### src/logic/cbs_pkg.sv
// Purpose: constants shared by the CAN buffer, status and bit-timing block
// Assumes: one module clock, plain register port with one-cycle read latency
// Notes:   word offsets are byte addresses
package cbs_pkg;
    // ------------------------------------------------------------
    // register offsets
    // ------------------------------------------------------------
    localparam logic [7:0] OFS_STATUS   = 8'h00;
    localparam logic [7:0] OFS_CTRL     = 8'h04;
    localparam logic [7:0] OFS_TIMING   = 8'h08;
    localparam logic [7:0] OFS_COUNTERS = 8'h0C;
    localparam logic [7:0] OFS_MASK0    = 8'h10;
    localparam logic [7:0] OFS_MASK1    = 8'h14;
    localparam logic [7:0] OFS_FILT0    = 8'h18;
    localparam logic [7:0] OFS_FILT1    = 8'h1C;
    localparam logic [7:0] OFS_TXCON0   = 8'h20;
    localparam logic [7:0] OFS_TXDATA0  = 8'h40;
    // ------------------------------------------------------------
    // status bit positions
    // ------------------------------------------------------------
    localparam int BIT_RX0_RECEIVED = 0;
    localparam int BIT_RX1_RECEIVED = 1;
    localparam int BIT_TX0_EMPTY    = 2;
    localparam int BIT_ERR_SUMMARY  = 5;
    localparam int BIT_INVALID_MSG  = 7;
    localparam int BIT_WAKE         = 6;
    localparam int BIT_RX_WARN      = 9;
    localparam int BIT_TX_WARN      = 10;
    localparam int BIT_RX_PASSIVE   = 11;
    localparam int BIT_TX_PASSIVE   = 12;
    localparam int BIT_BUS_OFF      = 13;
    localparam int BIT_RX1_OVR      = 14;
    localparam int BIT_RX0_OVR      = 15;
    // control register bits
    localparam int BIT_DBL_BUF      = 0;
    localparam int BIT_TX_IE        = 1;
    localparam int BIT_ABORT_ALL    = 12;
    // transmit control bits
    localparam int BIT_TX_REQUEST_BIT        = 3;
    localparam int BIT_TX_ERROR_FLAG        = 4;
    localparam int BIT_TX_ARBITRATION_LOST_FLAG       = 5;
    localparam int BIT_TX_ABORTED_FLAG        = 6;
    // ------------------------------------------------------------
    // limits and reset values
    // ------------------------------------------------------------
    localparam logic [8:0] WARN_LIMIT    = 9'h060;
    localparam logic [8:0] PASSIVE_LIMIT = 9'h07F;
    localparam logic [8:0] BUSOFF_LIMIT  = 9'h0FF;
    localparam int         TQ_MIN        = 8;
    localparam int         TQ_MAX        = 25;
    localparam logic [31:0] RST_TIMING   = 32'h0000_0000;
    localparam int         TX_BYTES      = 14;
    localparam int         NUM_TX        = 3;
    localparam int         ID_W          = 29;
endpackage

### src/logic/cbs_core.sv
// Purpose: receive buffer status, transmit buffers, error counters, quantum clock
// Assumes: protocol engine reports frame events as one-cycle pulses
// Notes:   single module clock, no clock enable
//
// The strobed register port and the register addresses were chosen for this implementation.
`timescale 1ns/100ps
`default_nettype none
module cbs_core #(
    parameter int ID_W = 29
) (
    input  wire logic            i_mclk,
    input  wire logic            i_rst,
    input  wire logic [7:0]      i_addr,
    input  wire logic [31:0]     i_wdata,
    input  wire logic            i_wr,
    input  wire logic            i_rd,
    output logic      [31:0]     o_rdata,
    input  wire logic            i_rx_done,
    input  wire logic [ID_W-1:0] i_rx_id,
    input  wire logic            i_rx_err,
    input  wire logic            i_tx_sof,
    input  wire logic            i_tx_ok,
    input  wire logic            i_tx_err,
    input  wire logic            i_tx_arb_lost,
    input  wire logic            i_wake,
    output logic                 o_tx_valid,
    output logic      [1:0]      o_tx_sel,
    output logic                 o_tq_tick,
    output logic                 o_irq
);
    // ------------------------------------------------------------
    // state
    // ------------------------------------------------------------
    logic [15:0]     status, next_status;
    logic [1:0]      rx_full, next_rx_full;
    logic [1:0]      ctrl, next_ctrl;
    logic [5:0]      presc, next_presc;
    logic [ID_W-1:0] mask [2];
    logic [ID_W-1:0] filt [2];
    logic [6:0]      txcon [3];
    logic [6:0]      next_txcon [3];
    logic [7:0]      txmem [3][14];
    logic [8:0]      rec, next_rec, tec, next_tec;
    logic [1:0]      act, next_act;
    logic            busy, next_busy;
    logic [6:0]      pcnt, next_pcnt;
    logic            tqt, next_tqt;
    logic [31:0]     rdata;
    logic [1:0]      best;
    logic            any_req;
    logic            hit0, hit1;
    logic [7:0]      wbyte;
    logic [4:0]      bitq, bitq_w;

    // ------------------------------------------------------------
    // acceptance and priority
    // ------------------------------------------------------------
    assign hit0 = ((i_rx_id ^ filt[0]) & mask[0]) == '0;
    assign hit1 = ((i_rx_id ^ filt[1]) & mask[1]) == '0;
    assign wbyte = i_wdata[7:0];
    assign bitq_w = (i_wdata[12:8] < 5'(cbs_pkg::TQ_MIN)) ? 5'(cbs_pkg::TQ_MIN) :
                    (i_wdata[12:8] > 5'(cbs_pkg::TQ_MAX)) ? 5'(cbs_pkg::TQ_MAX) : i_wdata[12:8];

    always_comb
    begin
        best    = 2'd0;
        any_req = 1'b0;
        for (int i = 0; i < 3; i++)
        begin
            if (txcon[i][cbs_pkg::BIT_TX_REQUEST_BIT] && (!any_req || txcon[i][1:0] > txcon[best][1:0]))
            begin
                best    = 2'(i);
                any_req = 1'b1;
            end
        end
    end

    // ------------------------------------------------------------
    // next state
    // ------------------------------------------------------------
    always_comb
    begin
        next_status = status;
        next_rx_full = rx_full;
        next_ctrl   = ctrl;
        next_presc  = presc;
        next_rec    = rec;
        next_tec    = tec;
        next_act    = act;
        next_busy   = busy;
        for (int i = 0; i < 3; i++)
        begin
            next_txcon[i] = txcon[i];
        end
        // software writes; hardware sets below win over clears
        if (i_wr)
        begin
            case (i_addr)
                cbs_pkg::OFS_STATUS:
                begin
                    next_status = status & ~i_wdata[15:0];
                    if (i_wdata[cbs_pkg::BIT_RX0_RECEIVED]) next_rx_full[0] = 1'b0;
                    if (i_wdata[cbs_pkg::BIT_RX1_RECEIVED]) next_rx_full[1] = 1'b0;
                end
                cbs_pkg::OFS_CTRL:
                begin
                    next_ctrl = i_wdata[1:0];
                    if (i_wdata[cbs_pkg::BIT_ABORT_ALL])
                    begin
                        for (int i = 0; i < 3; i++)
                        begin
                            if (txcon[i][cbs_pkg::BIT_TX_REQUEST_BIT] && !(busy && act == 2'(i)))
                            begin
                                next_txcon[i][cbs_pkg::BIT_TX_REQUEST_BIT] = 1'b0;
                                next_txcon[i][cbs_pkg::BIT_TX_ABORTED_FLAG] = 1'b1;
                            end
                        end
                    end
                end
                cbs_pkg::OFS_TIMING: next_presc = i_wdata[5:0];
                default:
                begin
                    for (int i = 0; i < 3; i++)
                    begin
                        if (i_addr == cbs_pkg::OFS_TXCON0 + 8'(4 * i))
                        begin
                            next_txcon[i][1:0] = i_wdata[1:0];
                            if (i_wdata[cbs_pkg::BIT_TX_REQUEST_BIT])
                            begin
                                next_txcon[i][cbs_pkg::BIT_TX_REQUEST_BIT] = 1'b1;
                                next_txcon[i][6:4] = 3'h0;
                            end
                            else if (txcon[i][cbs_pkg::BIT_TX_REQUEST_BIT] && !(busy && act == 2'(i)))
                            begin
                                next_txcon[i][cbs_pkg::BIT_TX_REQUEST_BIT] = 1'b0;
                                next_txcon[i][cbs_pkg::BIT_TX_ABORTED_FLAG] = 1'b1;
                            end
                        end
                    end
                end
            endcase
        end
        // reception
        if (i_rx_err)
        begin
            next_rec = (rec == 9'h1FF) ? rec : rec + 9'd1;
            next_status[cbs_pkg::BIT_INVALID_MSG] = 1'b1;
            next_status[cbs_pkg::BIT_ERR_SUMMARY] = 1'b1;
        end
        else if (i_rx_done)
        begin
            if (rec != 9'd0) next_rec = rec - 9'd1;
            if (hit0)
            begin
                if (!rx_full[0])
                begin
                    next_rx_full[0] = 1'b1;
                    next_status[cbs_pkg::BIT_RX0_RECEIVED] = 1'b1;
                end
                else if (ctrl[cbs_pkg::BIT_DBL_BUF] && !rx_full[1])
                begin
                    next_rx_full[1] = 1'b1;
                    next_status[cbs_pkg::BIT_RX1_RECEIVED] = 1'b1;
                end
                else if (ctrl[cbs_pkg::BIT_DBL_BUF])
                begin
                    next_status[cbs_pkg::BIT_RX1_OVR] = 1'b1;
                    next_status[cbs_pkg::BIT_ERR_SUMMARY] = 1'b1;
                end
                else
                begin
                    next_status[cbs_pkg::BIT_RX0_OVR] = 1'b1;
                    next_status[cbs_pkg::BIT_ERR_SUMMARY] = 1'b1;
                end
            end
            else if (hit1)
            begin
                if (!rx_full[1])
                begin
                    next_rx_full[1] = 1'b1;
                    next_status[cbs_pkg::BIT_RX1_RECEIVED] = 1'b1;
                end
                else
                begin
                    next_status[cbs_pkg::BIT_RX1_OVR] = 1'b1;
                    next_status[cbs_pkg::BIT_ERR_SUMMARY] = 1'b1;
                end
            end
        end
        // transmission
        if (i_tx_sof && any_req && !status[cbs_pkg::BIT_BUS_OFF])
        begin
            next_busy = 1'b1;
            next_act  = best;
        end
        if (busy && (i_tx_ok || i_tx_err || i_tx_arb_lost))
        begin
            next_busy = 1'b0;
            if (i_tx_ok)
            begin
                next_txcon[act][cbs_pkg::BIT_TX_REQUEST_BIT] = 1'b0;
                if (tec != 9'd0) next_tec = tec - 9'd1;
            end
            else if (i_tx_err)
            begin
                next_txcon[act][cbs_pkg::BIT_TX_ERROR_FLAG] = 1'b1;
                next_tec = (tec == 9'h1FF) ? tec : tec + 9'd1;
            end
            else
            begin
                next_txcon[act][cbs_pkg::BIT_TX_ARBITRATION_LOST_FLAG] = 1'b1;
            end
        end
        // counter thresholds
        if (next_rec >= cbs_pkg::WARN_LIMIT) next_status[cbs_pkg::BIT_RX_WARN] = 1'b1;
        if (next_rec > cbs_pkg::PASSIVE_LIMIT) next_status[cbs_pkg::BIT_RX_PASSIVE] = 1'b1;
        if (next_tec > cbs_pkg::WARN_LIMIT)
        begin
            next_status[cbs_pkg::BIT_TX_WARN] = 1'b1;
            next_status[cbs_pkg::BIT_ERR_SUMMARY] = 1'b1;
        end
        if (next_tec > cbs_pkg::PASSIVE_LIMIT) next_status[cbs_pkg::BIT_TX_PASSIVE] = 1'b1;
        if (next_tec > cbs_pkg::BUSOFF_LIMIT) next_status[cbs_pkg::BIT_BUS_OFF] = 1'b1;
        if (i_wake) next_status[cbs_pkg::BIT_WAKE] = 1'b1;
        // empty-buffer flags follow request and aborted bits
        for (int i = 0; i < 3; i++)
        begin
            next_status[cbs_pkg::BIT_TX0_EMPTY + i] = !next_txcon[i][cbs_pkg::BIT_TX_REQUEST_BIT] &&
                                                      !next_txcon[i][cbs_pkg::BIT_TX_ABORTED_FLAG];
        end
        // quantum prescaler: period 2*(presc+1) cycles
        next_pcnt = pcnt + 7'd1;
        next_tqt  = 1'b0;
        if (pcnt >= {presc, 1'b1})
        begin
            next_pcnt = 7'd0;
            next_tqt  = 1'b1;
        end
    end

    // ------------------------------------------------------------
    // registers
    // ------------------------------------------------------------
    always_ff @(posedge i_mclk or posedge i_rst)
    begin
        if (i_rst)
        begin
            status  <= 16'h001C;
            rx_full <= 2'h0;
            ctrl    <= 2'h0;
            presc   <= 6'h00;
            rec     <= 9'h000;
            tec     <= 9'h000;
            act     <= 2'h0;
            busy    <= 1'b0;
            pcnt    <= 7'h00;
            tqt     <= 1'b0;
            for (int i = 0; i < 3; i++)
            begin
                txcon[i] <= 7'h00;
            end
        end
        else
        begin
            status  <= next_status;
            rx_full <= next_rx_full;
            ctrl    <= next_ctrl;
            presc   <= next_presc;
            rec     <= next_rec;
            tec     <= next_tec;
            act     <= next_act;
            busy    <= next_busy;
            pcnt    <= next_pcnt;
            tqt     <= next_tqt;
            for (int i = 0; i < 3; i++)
            begin
                txcon[i] <= next_txcon[i];
            end
        end
    end
    // masks, filters, bit length and 14-byte transmit buffers, no reset needed
    always_ff @(posedge i_mclk)
    begin
        if (i_wr && i_addr == cbs_pkg::OFS_TIMING) bitq <= bitq_w;
        if (i_wr && i_addr == cbs_pkg::OFS_MASK0) mask[0] <= i_wdata[ID_W-1:0];
        if (i_wr && i_addr == cbs_pkg::OFS_MASK1) mask[1] <= i_wdata[ID_W-1:0];
        if (i_wr && i_addr == cbs_pkg::OFS_FILT0) filt[0] <= i_wdata[ID_W-1:0];
        if (i_wr && i_addr == cbs_pkg::OFS_FILT1) filt[1] <= i_wdata[ID_W-1:0];
        for (int b = 0; b < 3; b++)
        begin
            for (int j = 0; j < 14; j++)
            begin
                if (i_wr && i_addr == cbs_pkg::OFS_TXDATA0 + 8'(16 * b + j)) txmem[b][j] <= wbyte;
            end
        end
    end

    // ------------------------------------------------------------
    // read port
    // ------------------------------------------------------------
    always_comb
    begin
        rdata = 32'h0000_0000;
        case (i_addr)
            cbs_pkg::OFS_STATUS:   rdata = {16'h0000, status};
            cbs_pkg::OFS_CTRL:     rdata = {30'h0, ctrl};
            cbs_pkg::OFS_TIMING:   rdata = {19'h0, bitq, 2'h0, presc};
            cbs_pkg::OFS_COUNTERS: rdata = {7'h0, tec, 7'h0, rec};
            cbs_pkg::OFS_MASK0:    rdata = 32'(mask[0]);
            cbs_pkg::OFS_MASK1:    rdata = 32'(mask[1]);
            cbs_pkg::OFS_FILT0:    rdata = 32'(filt[0]);
            cbs_pkg::OFS_FILT1:    rdata = 32'(filt[1]);
            default:
            begin
                for (int i = 0; i < 3; i++)
                begin
                    if (i_addr == cbs_pkg::OFS_TXCON0 + 8'(4 * i)) rdata = {25'h0, txcon[i]};
                    for (int j = 0; j < 14; j++)
                    begin
                        if (i_addr == cbs_pkg::OFS_TXDATA0 + 8'(16 * i + j)) rdata = {24'h0, txmem[i][j]};
                    end
                end
            end
        endcase
    end
    always_ff @(posedge i_mclk or posedge i_rst)
    begin
        if (i_rst)
        begin
            o_rdata <= 32'h0000_0000;
        end
        else
        begin
            o_rdata <= i_rd ? rdata : 32'h0000_0000;
        end
    end

    // ------------------------------------------------------------
    // outputs
    // ------------------------------------------------------------
    assign o_tx_valid = busy;
    assign o_tx_sel   = act;
    assign o_tq_tick  = tqt;
    assign o_irq = status[cbs_pkg::BIT_RX0_RECEIVED] | status[cbs_pkg::BIT_RX1_RECEIVED] |
                   status[cbs_pkg::BIT_WAKE] | status[cbs_pkg::BIT_ERR_SUMMARY] |
                   (ctrl[cbs_pkg::BIT_TX_IE] & |status[4:2]);

    // ------------------------------------------------------------
    // checks
    // ------------------------------------------------------------
    property p_overrun0;
        @(posedge i_mclk) disable iff (i_rst)
        (i_rx_done && !i_rx_err && hit0 && rx_full[0] && !ctrl[0]) |=> status[15] && status[5];
    endproperty
    a_overrun0: assert property (p_overrun0) else $error("buffer 0 overrun not flagged");
    property p_divert;
        @(posedge i_mclk) disable iff (i_rst)
        (i_rx_done && !i_rx_err && hit0 && rx_full[0] && !rx_full[1] && ctrl[0] && !i_wr)
            |=> rx_full[1] && !status[15];
    endproperty
    a_divert: assert property (p_divert) else $error("double buffer divert failed");
    property p_rxerr;
        @(posedge i_mclk) disable iff (i_rst)
        (i_rx_err && rec < 9'h1FF) |=> rec == $past(rec) + 9'd1 && status[7];
    endproperty
    a_rxerr: assert property (p_rxerr) else $error("receive error not counted");
    property p_rxwarn;
        @(posedge i_mclk) disable iff (i_rst)
        (rec >= 9'd96 && !i_wr) |-> ##1 status[9];
    endproperty
    a_rxwarn: assert property (p_rxwarn) else $error("receive warning missing");
    property p_req_clear;
        @(posedge i_mclk) disable iff (i_rst)
        (i_wr && i_addr == 8'h20 && i_wdata[3] && !busy) |=> txcon[0][6:4] == 3'h0;
    endproperty
    a_req_clear: assert property (p_req_clear) else $error("request did not clear flags");
    property p_txok;
        @(posedge i_mclk) disable iff (i_rst)
        (busy && i_tx_ok && !i_wr) |=> !txcon[act][3] && !busy;
    endproperty
    a_txok: assert property (p_txok) else $error("success did not clear request");
    property p_arb;
        @(posedge i_mclk) disable iff (i_rst)
        (busy && i_tx_arb_lost && !i_tx_ok && !i_tx_err && !i_wr) |=> txcon[act][5] && txcon[act][3];
    endproperty
    a_arb: assert property (p_arb) else $error("arbitration loss mishandled");
    property p_busoff;
        @(posedge i_mclk) disable iff (i_rst)
        (tec > 9'd255) |-> ##1 status[13] && status[12];
    endproperty
    a_busoff: assert property (p_busoff) else $error("bus-off not flagged");
    property p_tq;
        @(posedge i_mclk) disable iff (i_rst)
        (tqt && presc == 6'd0 && !i_wr) |-> ##2 tqt;
    endproperty
    a_tq: assert property (p_tq) else $error("quantum period wrong");
    c_rx0: cover property (@(posedge i_mclk) i_rx_done && hit0 && !rx_full[0]);
    c_ovr1: cover property (@(posedge i_mclk) status[14]);
    c_txok: cover property (@(posedge i_mclk) busy && i_tx_ok);
endmodule
`default_nettype wire

### config.mk
export PLATFORM = sky130hd
export DESIGN_NAME = cbs_core
export DESIGN_NICKNAME = d
export VERILOG_FILES = /design/src/logic/cbs_pkg.sv /design/src/logic/cbs_core.sv
export SDC_FILE = /design/constraint.sdc
export NUM_CORES = 1
export LEC_CHECK = 0
export BUFFER_PORTS_ARGS = -buffer_cell sky130_fd_sc_hd__clkbuf_2
export CORE_ASPECT_RATIO = 1.75
export CORE_MARGIN = 2
export CORE_UTILIZATION = 60
export DETAILED_ROUTE_END_ITERATION = 12
export GPL_TIMING_DRIVEN = 0
export PLACE_DENSITY = 0.79
export SLEW_MARGIN = 15
export SYNTH_ARGS = -nofsm -noshare
export SYNTH_HDL_FRONTEND = slang
export SYNTH_SLANG_ARGS = --single-unit
### constraint.sdc
create_clock -name i_mclk -period 5 [get_ports i_mclk]
set_input_delay 1 -clock i_mclk [delete_from_list [all_inputs] [get_ports i_mclk]]
set_output_delay 1 -clock i_mclk [all_outputs]
set_load 0.02 [all_outputs]
==> metrics, run 1 <==
status=finished clean; slowest stage delay, CP=900 ps; Synth Cell Area=roughly 25,000 µm²; largest net degree at the start of global routing=78; reg-to-reg slack, setup=between 1500 and 2000 ps; register area share after synthesis=0.650; H-Tree Depth=2; slowest CP cell=nor4b_4; DP Wirelength=around 72,000 µm; worst-margin pin slew=around 1300 ps; # resized after CTS=0; crit path max fanout=10; RSZ-0062 raised after global routing=false; hold crit path type=in -> async; Hold Violations, Final=0; DR vias/cell=about 7.3; Slew Viols, Final=0; Rel. slew slack=0.117; startpoint types=input port; CTS Sinks=around 560; layout cells sized above 1=0.154; Die H=274 µm; placed cells=2,627; hold_ws=between 300 and 400 ps; PortBufs=108; total track usage=0.474; first-pass GRT wire length=about 140,000 µm; number of flops mapped to enable cells by yosys=between 400 and 500; post-layout min period=between 4000 and 5000 ps; vias in the first global route=slightly below 20,000; worst path arrival time=4960 ps; Routed wire per std cell=around 37 µm; Pre-Repair DR Iteration Count=6; kind of end point of the critical path=flip-flop; Syn-to-layout area delta=13.2%; Vias=roughly 20,000; commonest non-fill, non-tap cell in the layout=edfxtp_1; most frequent cells in the layout=457 x edfxtp_1, 133 x nand2_1, 125 x nor2_1; grt total ovfl=0; CTS Buf Count=a little over 50; cell mode on critical path=buf_2; Crit Path Class=in -> reg; row count=99; Synth Instances=1,944; number of routed nets with antenna violations=0; initial antenna violation count=7; Worst-path clk slew=70 ps; # hold bufs at CTS=0; flops & latches, synth=about 560; final wirelength=a little over 100,000 µm; Core Region=~41,000 µm²; Layout Cells excl Fill=around 2,700; Initial Util=0.604; remaining routing DRC violations=0; synthesized area per cell=12.9 µm²; max-cap violations=0; routability congestion estimate=1.07; critical path required time=5450 ps; final number of setup-violating endpoints=0; Syn. warnings=0; clk buf depth=3; Clock Root Buffer=clkbuf_16; Peak VDD IR=around 0.4 mV; nets@finish=~2,200; area of the die=43,500 µm²; # Post-CTS Setup Buffers=0; DR iter-0 viols=between 2,000 and 3,000; Buf+Inv Stages, Crit Path=4; Async S/R FF share, synth=0.182; period utilization=0.902; final core occ=0.684; worst skew pair latency=600 ps; pwr dens=a little under 400 nW/µm²; unique cell type count in the Yosys netlist=93; CTS tree=built; worst-path cell chain=clkbuf_2 -> buf_2 -> buf_2 -> nor4b_4 -> clkbuf_1 -> a31oi_1 -> nand3_1 -> a221oi_1 -> o2111ai_1 -> nand2_1 -> a21oi_1; I/O pin cnt=between 100 and 150; Max Freq=~220 MHz; final setup skew=~23 ps; cell family with most CP delay=simple AND/OR/NAND/NOR gates; LEAKAGE=roughly 9.7 nW; top_reg_cell synth=edfxtp_1; die width=158 µm
-- worst paths after layout --
| path | startpoint | endpoint | cells after the start |
|---|---|---|---|
| worst max-delay path | i_addr[1] | o_rdata[3]$_DFF_PP0_ | 11 |
| worst min-delay path | i_rst | o_tx_sel[1]$_DFFE_PP0P_ | 2 |
| worst max register to register | tec[4]$_DFF_PP0_ | status[5]$_DFF_PP0_ | 8 |
| worst min register to register | txcon[20]$_DFF_PP0_ | status[2]$_DFF_PP1_ | 1 |
| max in group asynchronous | i_rst | o_rdata[26]$_DFF_PP0_ | 3 |
| min in group i_mclk | txcon[20]$_DFF_PP0_ | status[2]$_DFF_PP1_ | 1 |
-- flip-flops by register name, indices dropped and copies added (netlist names) --
name,cells
txmem,336
pcnt,7
o_tx_sel,2
filt,58
ctrl,2
rx_full,2
status,16
txcon,18
o_rdata,29
tec,9
o_tx_valid,1
o_tq_tick,1
presc,6
mask,58
bitq,5
rec,9
-- synthesized netlist by cell type (10+ instances only) --
cell type    n  share of area
edfxtp_1   457           0.55
nand2_1    133          0.020
nor2_1     126          0.019
a22oi_1    108          0.032
a21oi_1    100          0.020
dfrtp_1     99          0.099
o21ai_0     84          0.017
clkbuf_1    67          0.010
xor2_1      62          0.022
buf_2       41         0.0082
nand3_1     40         0.0080
inv_1       38         0.0057
a31oi_1     37         0.0092
o22ai_1     37         0.0092
nor3_1      34         0.0068
a221oi_1    30          0.010
a211oi_1    26         0.0078
mux2_2      23          0.010
nor2b_1     20         0.0050
mux2i_1     19         0.0076
a21o_1      18         0.0054
o211ai_1    18         0.0054
a22o_1      15         0.0052
buf_4       15         0.0045
ha_1        15         0.0075
a222oi_1    14         0.0056
or3_1       14         0.0035
nand2b_1    13         0.0032
nand4_1     13         0.0032
o31ai_1     13         0.0039
xnor2_1     12         0.0042
o21a_1      11         0.0033
o221ai_1    10         0.0035
-- kinds of logic after synthesis --
logic type	synth area share
other	0.000150
buffers and inverters	0.0301
XOR/XNOR	0.0259
adder cells (fa/ha/maj)	0.00749
flip-flops	0.650
AO/OA/AOI/OAI	0.168
multiplexers	0.0188
AND/OR/NAND/NOR	0.100
-- where the power goes --
group          internal, mW  switching, mW
clock                  2.43           1.79
combinational         0.430          0.957
sequential             5.20          0.183
-- routing by layer --
layer / GRT usage / routed length, µm
met3: 0.130 / 10300
met4: 0.471 / 13200
met2: 0.757 / 47500
met5: 0 / 39
met1: 0.489 / 30500
-- cell type report --
class                           count  area (µm²)
Clock inverter                     28         352
Clock buffer                       67        1430
Timing Repair Buffer              129         744
Buffer                            131         608
Inverter                           39         151
Antenna cell                        3        7.51
Tap cell                          555         694
Sequential cell                   559       16300
Multi-Input combinational cell   1217        8100
Fill cell                        2963       13100
-- metrics by stage --
| step | cell area, µm² | power, mW | setup WS (ps) | TNS, ps |
|---|---|---|---|---|
| after floorplan | 25100 | 6.19 | 532 | 0 |
| after global placement | 26300 | 6.74 | -2110 | -222690 |
| after detailed placement | 26500 | 6.79 | 137 | 0 |
| after CTS | 28300 | 10.9 | 734 | 0 |
| after global routing | 28400 | 11.2 | 676 | 0 |
| final | 28400 | 11.0 | 490 | 0 |
Power figures use the tool's default switching activity.
==> run 2: changes to the inputs <==
ABC_AREA = 1   (was not set)
==> run 2 against run 1 <==
Against the previous run:
- combinational power is 34% lower
- cell count rose by 9.3%
- critical path depth up 19
- die area shrank 2.6%
- synthesized cell count grew 17%
- flip-flop and latch count did not move
- clock power is 10% lower
- clock skew decreased by 5.9 ps
- core utilization decreased by 0.19 points
- setup slack gained 130 ps
- critical endpoint is now o_rdata[5]$_DFF_PP0_
==> metrics, run 2 <==
placed cells=2,890 (+10%); PortBufs=109 (+0.93%); first-pass GRT wire length=97,400 µm (-31%); final wirelength=63,900 µm (-37%); Slew Viols, Final=0 (unchanged); Clock Root Buffer=clkbuf_16; period utilization=0.876 (-0.0256); setup ws final=618 ps (+128 ps); post-layout min period=4380 ps (-128 ps); CP endpoint=o_rdata[5]$_DFF_PP0_; Crit Path Class=in -> reg; Biggest register=txmem; status=finished clean; Pre-Repair DR Iteration Count=5 (-1); Async S/R FF share, synth=0.182 (unchanged); Routed wire per std cell=21.4 µm (-42%); top_reg_cell synth=edfxtp_1; Hold Violations, Final=0 (unchanged); Core Region=40,100 µm² (-3.5%); RSZ-0062 raised after global routing=false; I/O pin cnt=117 (unchanged); pwr dens=367 nW/µm² (-5.2%); # Post-CTS Setup Buffers=0 (unchanged); most frequent cells in the layout=567 x nand2_1, 457 x edfxtp_1, 264 x inv_1; number of routed nets with antenna violations=0 (unchanged); layout cells sized above 1=0.132 (-0.0219); commonest cells in the netlist=567 x nand2_1, 457 x edfxtp_1, 265 x inv_1; startpoint types=input port; Setup WS pre-CTS=153 ps (+15.3 ps); flops & latches, synth=559 (unchanged); critical path required time=5450 ps (about the same); number of flops mapped to enable cells by yosys=457 (unchanged); hold crit path type=in -> async; worst r2r src=txmem[0][77]$_DFFE_PP_; Peak VDD IR=0.466 mV (+19%); DR vias/cell=5.88 (-19%); Layout Cells excl Fill=2,982 (+9.3%); max-cap violations=0 (unchanged); kind of end point of the critical path=flip-flop; register area share after synthesis=0.668 (+0.0179); Syn. warnings=0 (unchanged); initial antenna violation count=4 (-3); fillers=2,950 (-0.44%); area of the die=42,300 µm² (-2.6%); total track usage=0.304 (-0.170); Max Freq=228 MHz (+2.9%); Seq. cell area=16,300 µm² (unchanged); routed metal-1 wire length=21,800 µm (-29%); CTS tree=built; slowest stage delay, CP=300 ps (-600 ps); Top Registers=txmem (336), filt (58), mask (58); row count=97 (-2.0%); final core occ=0.682 (-0.00185); H-Tree Depth=2 (unchanged); # resized after CTS=0 (unchanged); DP Wirelength=45,100 µm (-37%); cell mode on critical path=nand2_1; vias in the first global route=17,692 (-11%); Rel. slew slack=0.202 (+0.0851); routability congestion estimate=0.963 (-10%); wire length on met2=33,500 µm (-30%); CTS Buf Count=49 (-3.9%); Critical R2R Capture=o_rdata[5]$_DFF_PP0_; CTS Sinks=559 (unchanged); Synth top area share=0.563 (+0.0151); Synth Instances=2,279 (+17%); most frequent cell after synthesis=nand2_1; nets@finish=2,542 (+14%); number of flip-flops under the largest register name=336 (unchanged); total negative slack=0 ps (unchanged); final setup skew=17.5 ps (-5.88 ps); metal3 WL=3840 µm (-63%); crit path max fanout=9 (-1); DR iter-0 viols=1,547 (-48%); Worst-path clk slew=70 ps (about the same); Crit. Startpoint=i_addr[0]; Die H=271 µm (-1.3%); worst path arrival time=4830 ps (-130 ps); Top Layer Used=met5; worst r2r path cells=28 (+20); synthesized area per cell=10.7 µm² (-17%); LEAKAGE=10.5 nW (+8.0%); Syn-to-layout area delta=12.0%; remaining routing DRC violations=0 (unchanged); die width=156 µm (-1.3%); clk buf depth=3 (unchanged); reg-to-reg slack, setup=1530 ps (-50 ps); Synth Cell Area=24,400 µm² (-2.7%); # hold bufs at CTS=0 (unchanged); worst-margin pin slew=1200 ps (-128 ps); largest net degree at the start of global routing=73 (-6.4%); commonest non-fill, non-tap cell in the layout=nand2_1; leading area contributor after synthesis=edfxtp_1; unique cell type count in the Yosys netlist=54 (-42%); worst skew pair latency=580 ps (-20 ps); area of the multi-input gates=6920 µm² (-15%); final number of setup-violating endpoints=0 (unchanged); grt total ovfl=0 (unchanged); largest cells by area after synthesis=edfxtp_1 56%, dfrtp_1 10%, nand2_1 8.7%; Initial Util=0.609 (+0.00498); Vias=17,542 (-12%); slowest CP cell=nor2_1
-- run 2: cell types whose count changed in the layout (fill, tap and decap cells not counted), sizes merged, moves of 69 or more --
cell	delta
or2	+98
nand2	+442
a22oi	-107
nor2	+73
inv	+240
buf	-69
-- run 2: worst min path at each step --
| stage | startpoint | end | slack, ps | cells after the start |
|---|---|---|---|---|
| floorplan | status[7]$_DFFE_PP0P_ | status[7]$_DFFE_PP0P_ | 440 | 2 |
| global placement | status[7]$_DFFE_PP0P_ | status[7]$_DFFE_PP0P_ | 460 | 2 |
| detailed placement | status[7]$_DFFE_PP0P_ | status[7]$_DFFE_PP0P_ | 470 | 2 |
| CTS | i_rst | o_tq_tick$_DFF_PP0_ | 380 | 2 |
| global route | i_rst | o_tq_tick$_DFF_PP0_ | 410 | 2 |
| finish | i_rst | o_tq_tick$_DFF_PP0_ | 380 | 2 |
-- run 2: area by class of cell --
type,instances,area share
Multi-Input combinational cell,1407,0.253
Inverter,282,0.0390
Tap cell,495,0.0227
Antenna cell,3,0.000275
Buffer,33,0.00568
Clock buffer,60,0.0475
Clock inverter,28,0.0102
Sequential cell,559,0.596
Timing Repair Buffer,115,0.0249
-- run 2: kinds of logic after synthesis --
kind of cell,Yosys count,share of synthesized area
AO/OA/AOI/OAI,296,0.0735
XOR/XNOR,19,0.00683
adder cells (fa/ha/maj),15,0.00770
buffers and inverters,315,0.0498
flip-flops,559,0.668
other,1,0.000154
AND/OR/NAND/NOR,1074,0.194
-- run 2: layer usage --
layer	track usage	vias to the layer above
li1	-	8126
met1	0.326	8376
met2	0.551	778
met3	0.0416	260
met4	0.202	2
met5	0	-
-- run 2: through the flow --
step,cell area [µm²],power [mW],hold slack [ps]
5_1_grt,27300,10.3,407
3_3_place_gp,25600,6.30,462
2_1_floorplan,24400,5.95,442
4_1_cts,27300,10.0,382
3_5_place_dp,25700,6.33,471
6_report,27300,10.0,385
-- run 2: critical path, delay by kind of cell --
family	cells	cell delay [ps]
AOI/OAI and AO/OA	1	70
buffers and inverters	4	720
and+or+nand+nor	25	3030
-- run 2: power breakdown --
group / leakage [nW] / internal, mW / switching (mW) / total (mW)
clock network: 0.768 / 2.11 / 1.66 / 3.77
registers: 5.33 / 5.19 / 0.145 / 5.34
logic: 4.40 / 0.276 / 0.638 / 0.914
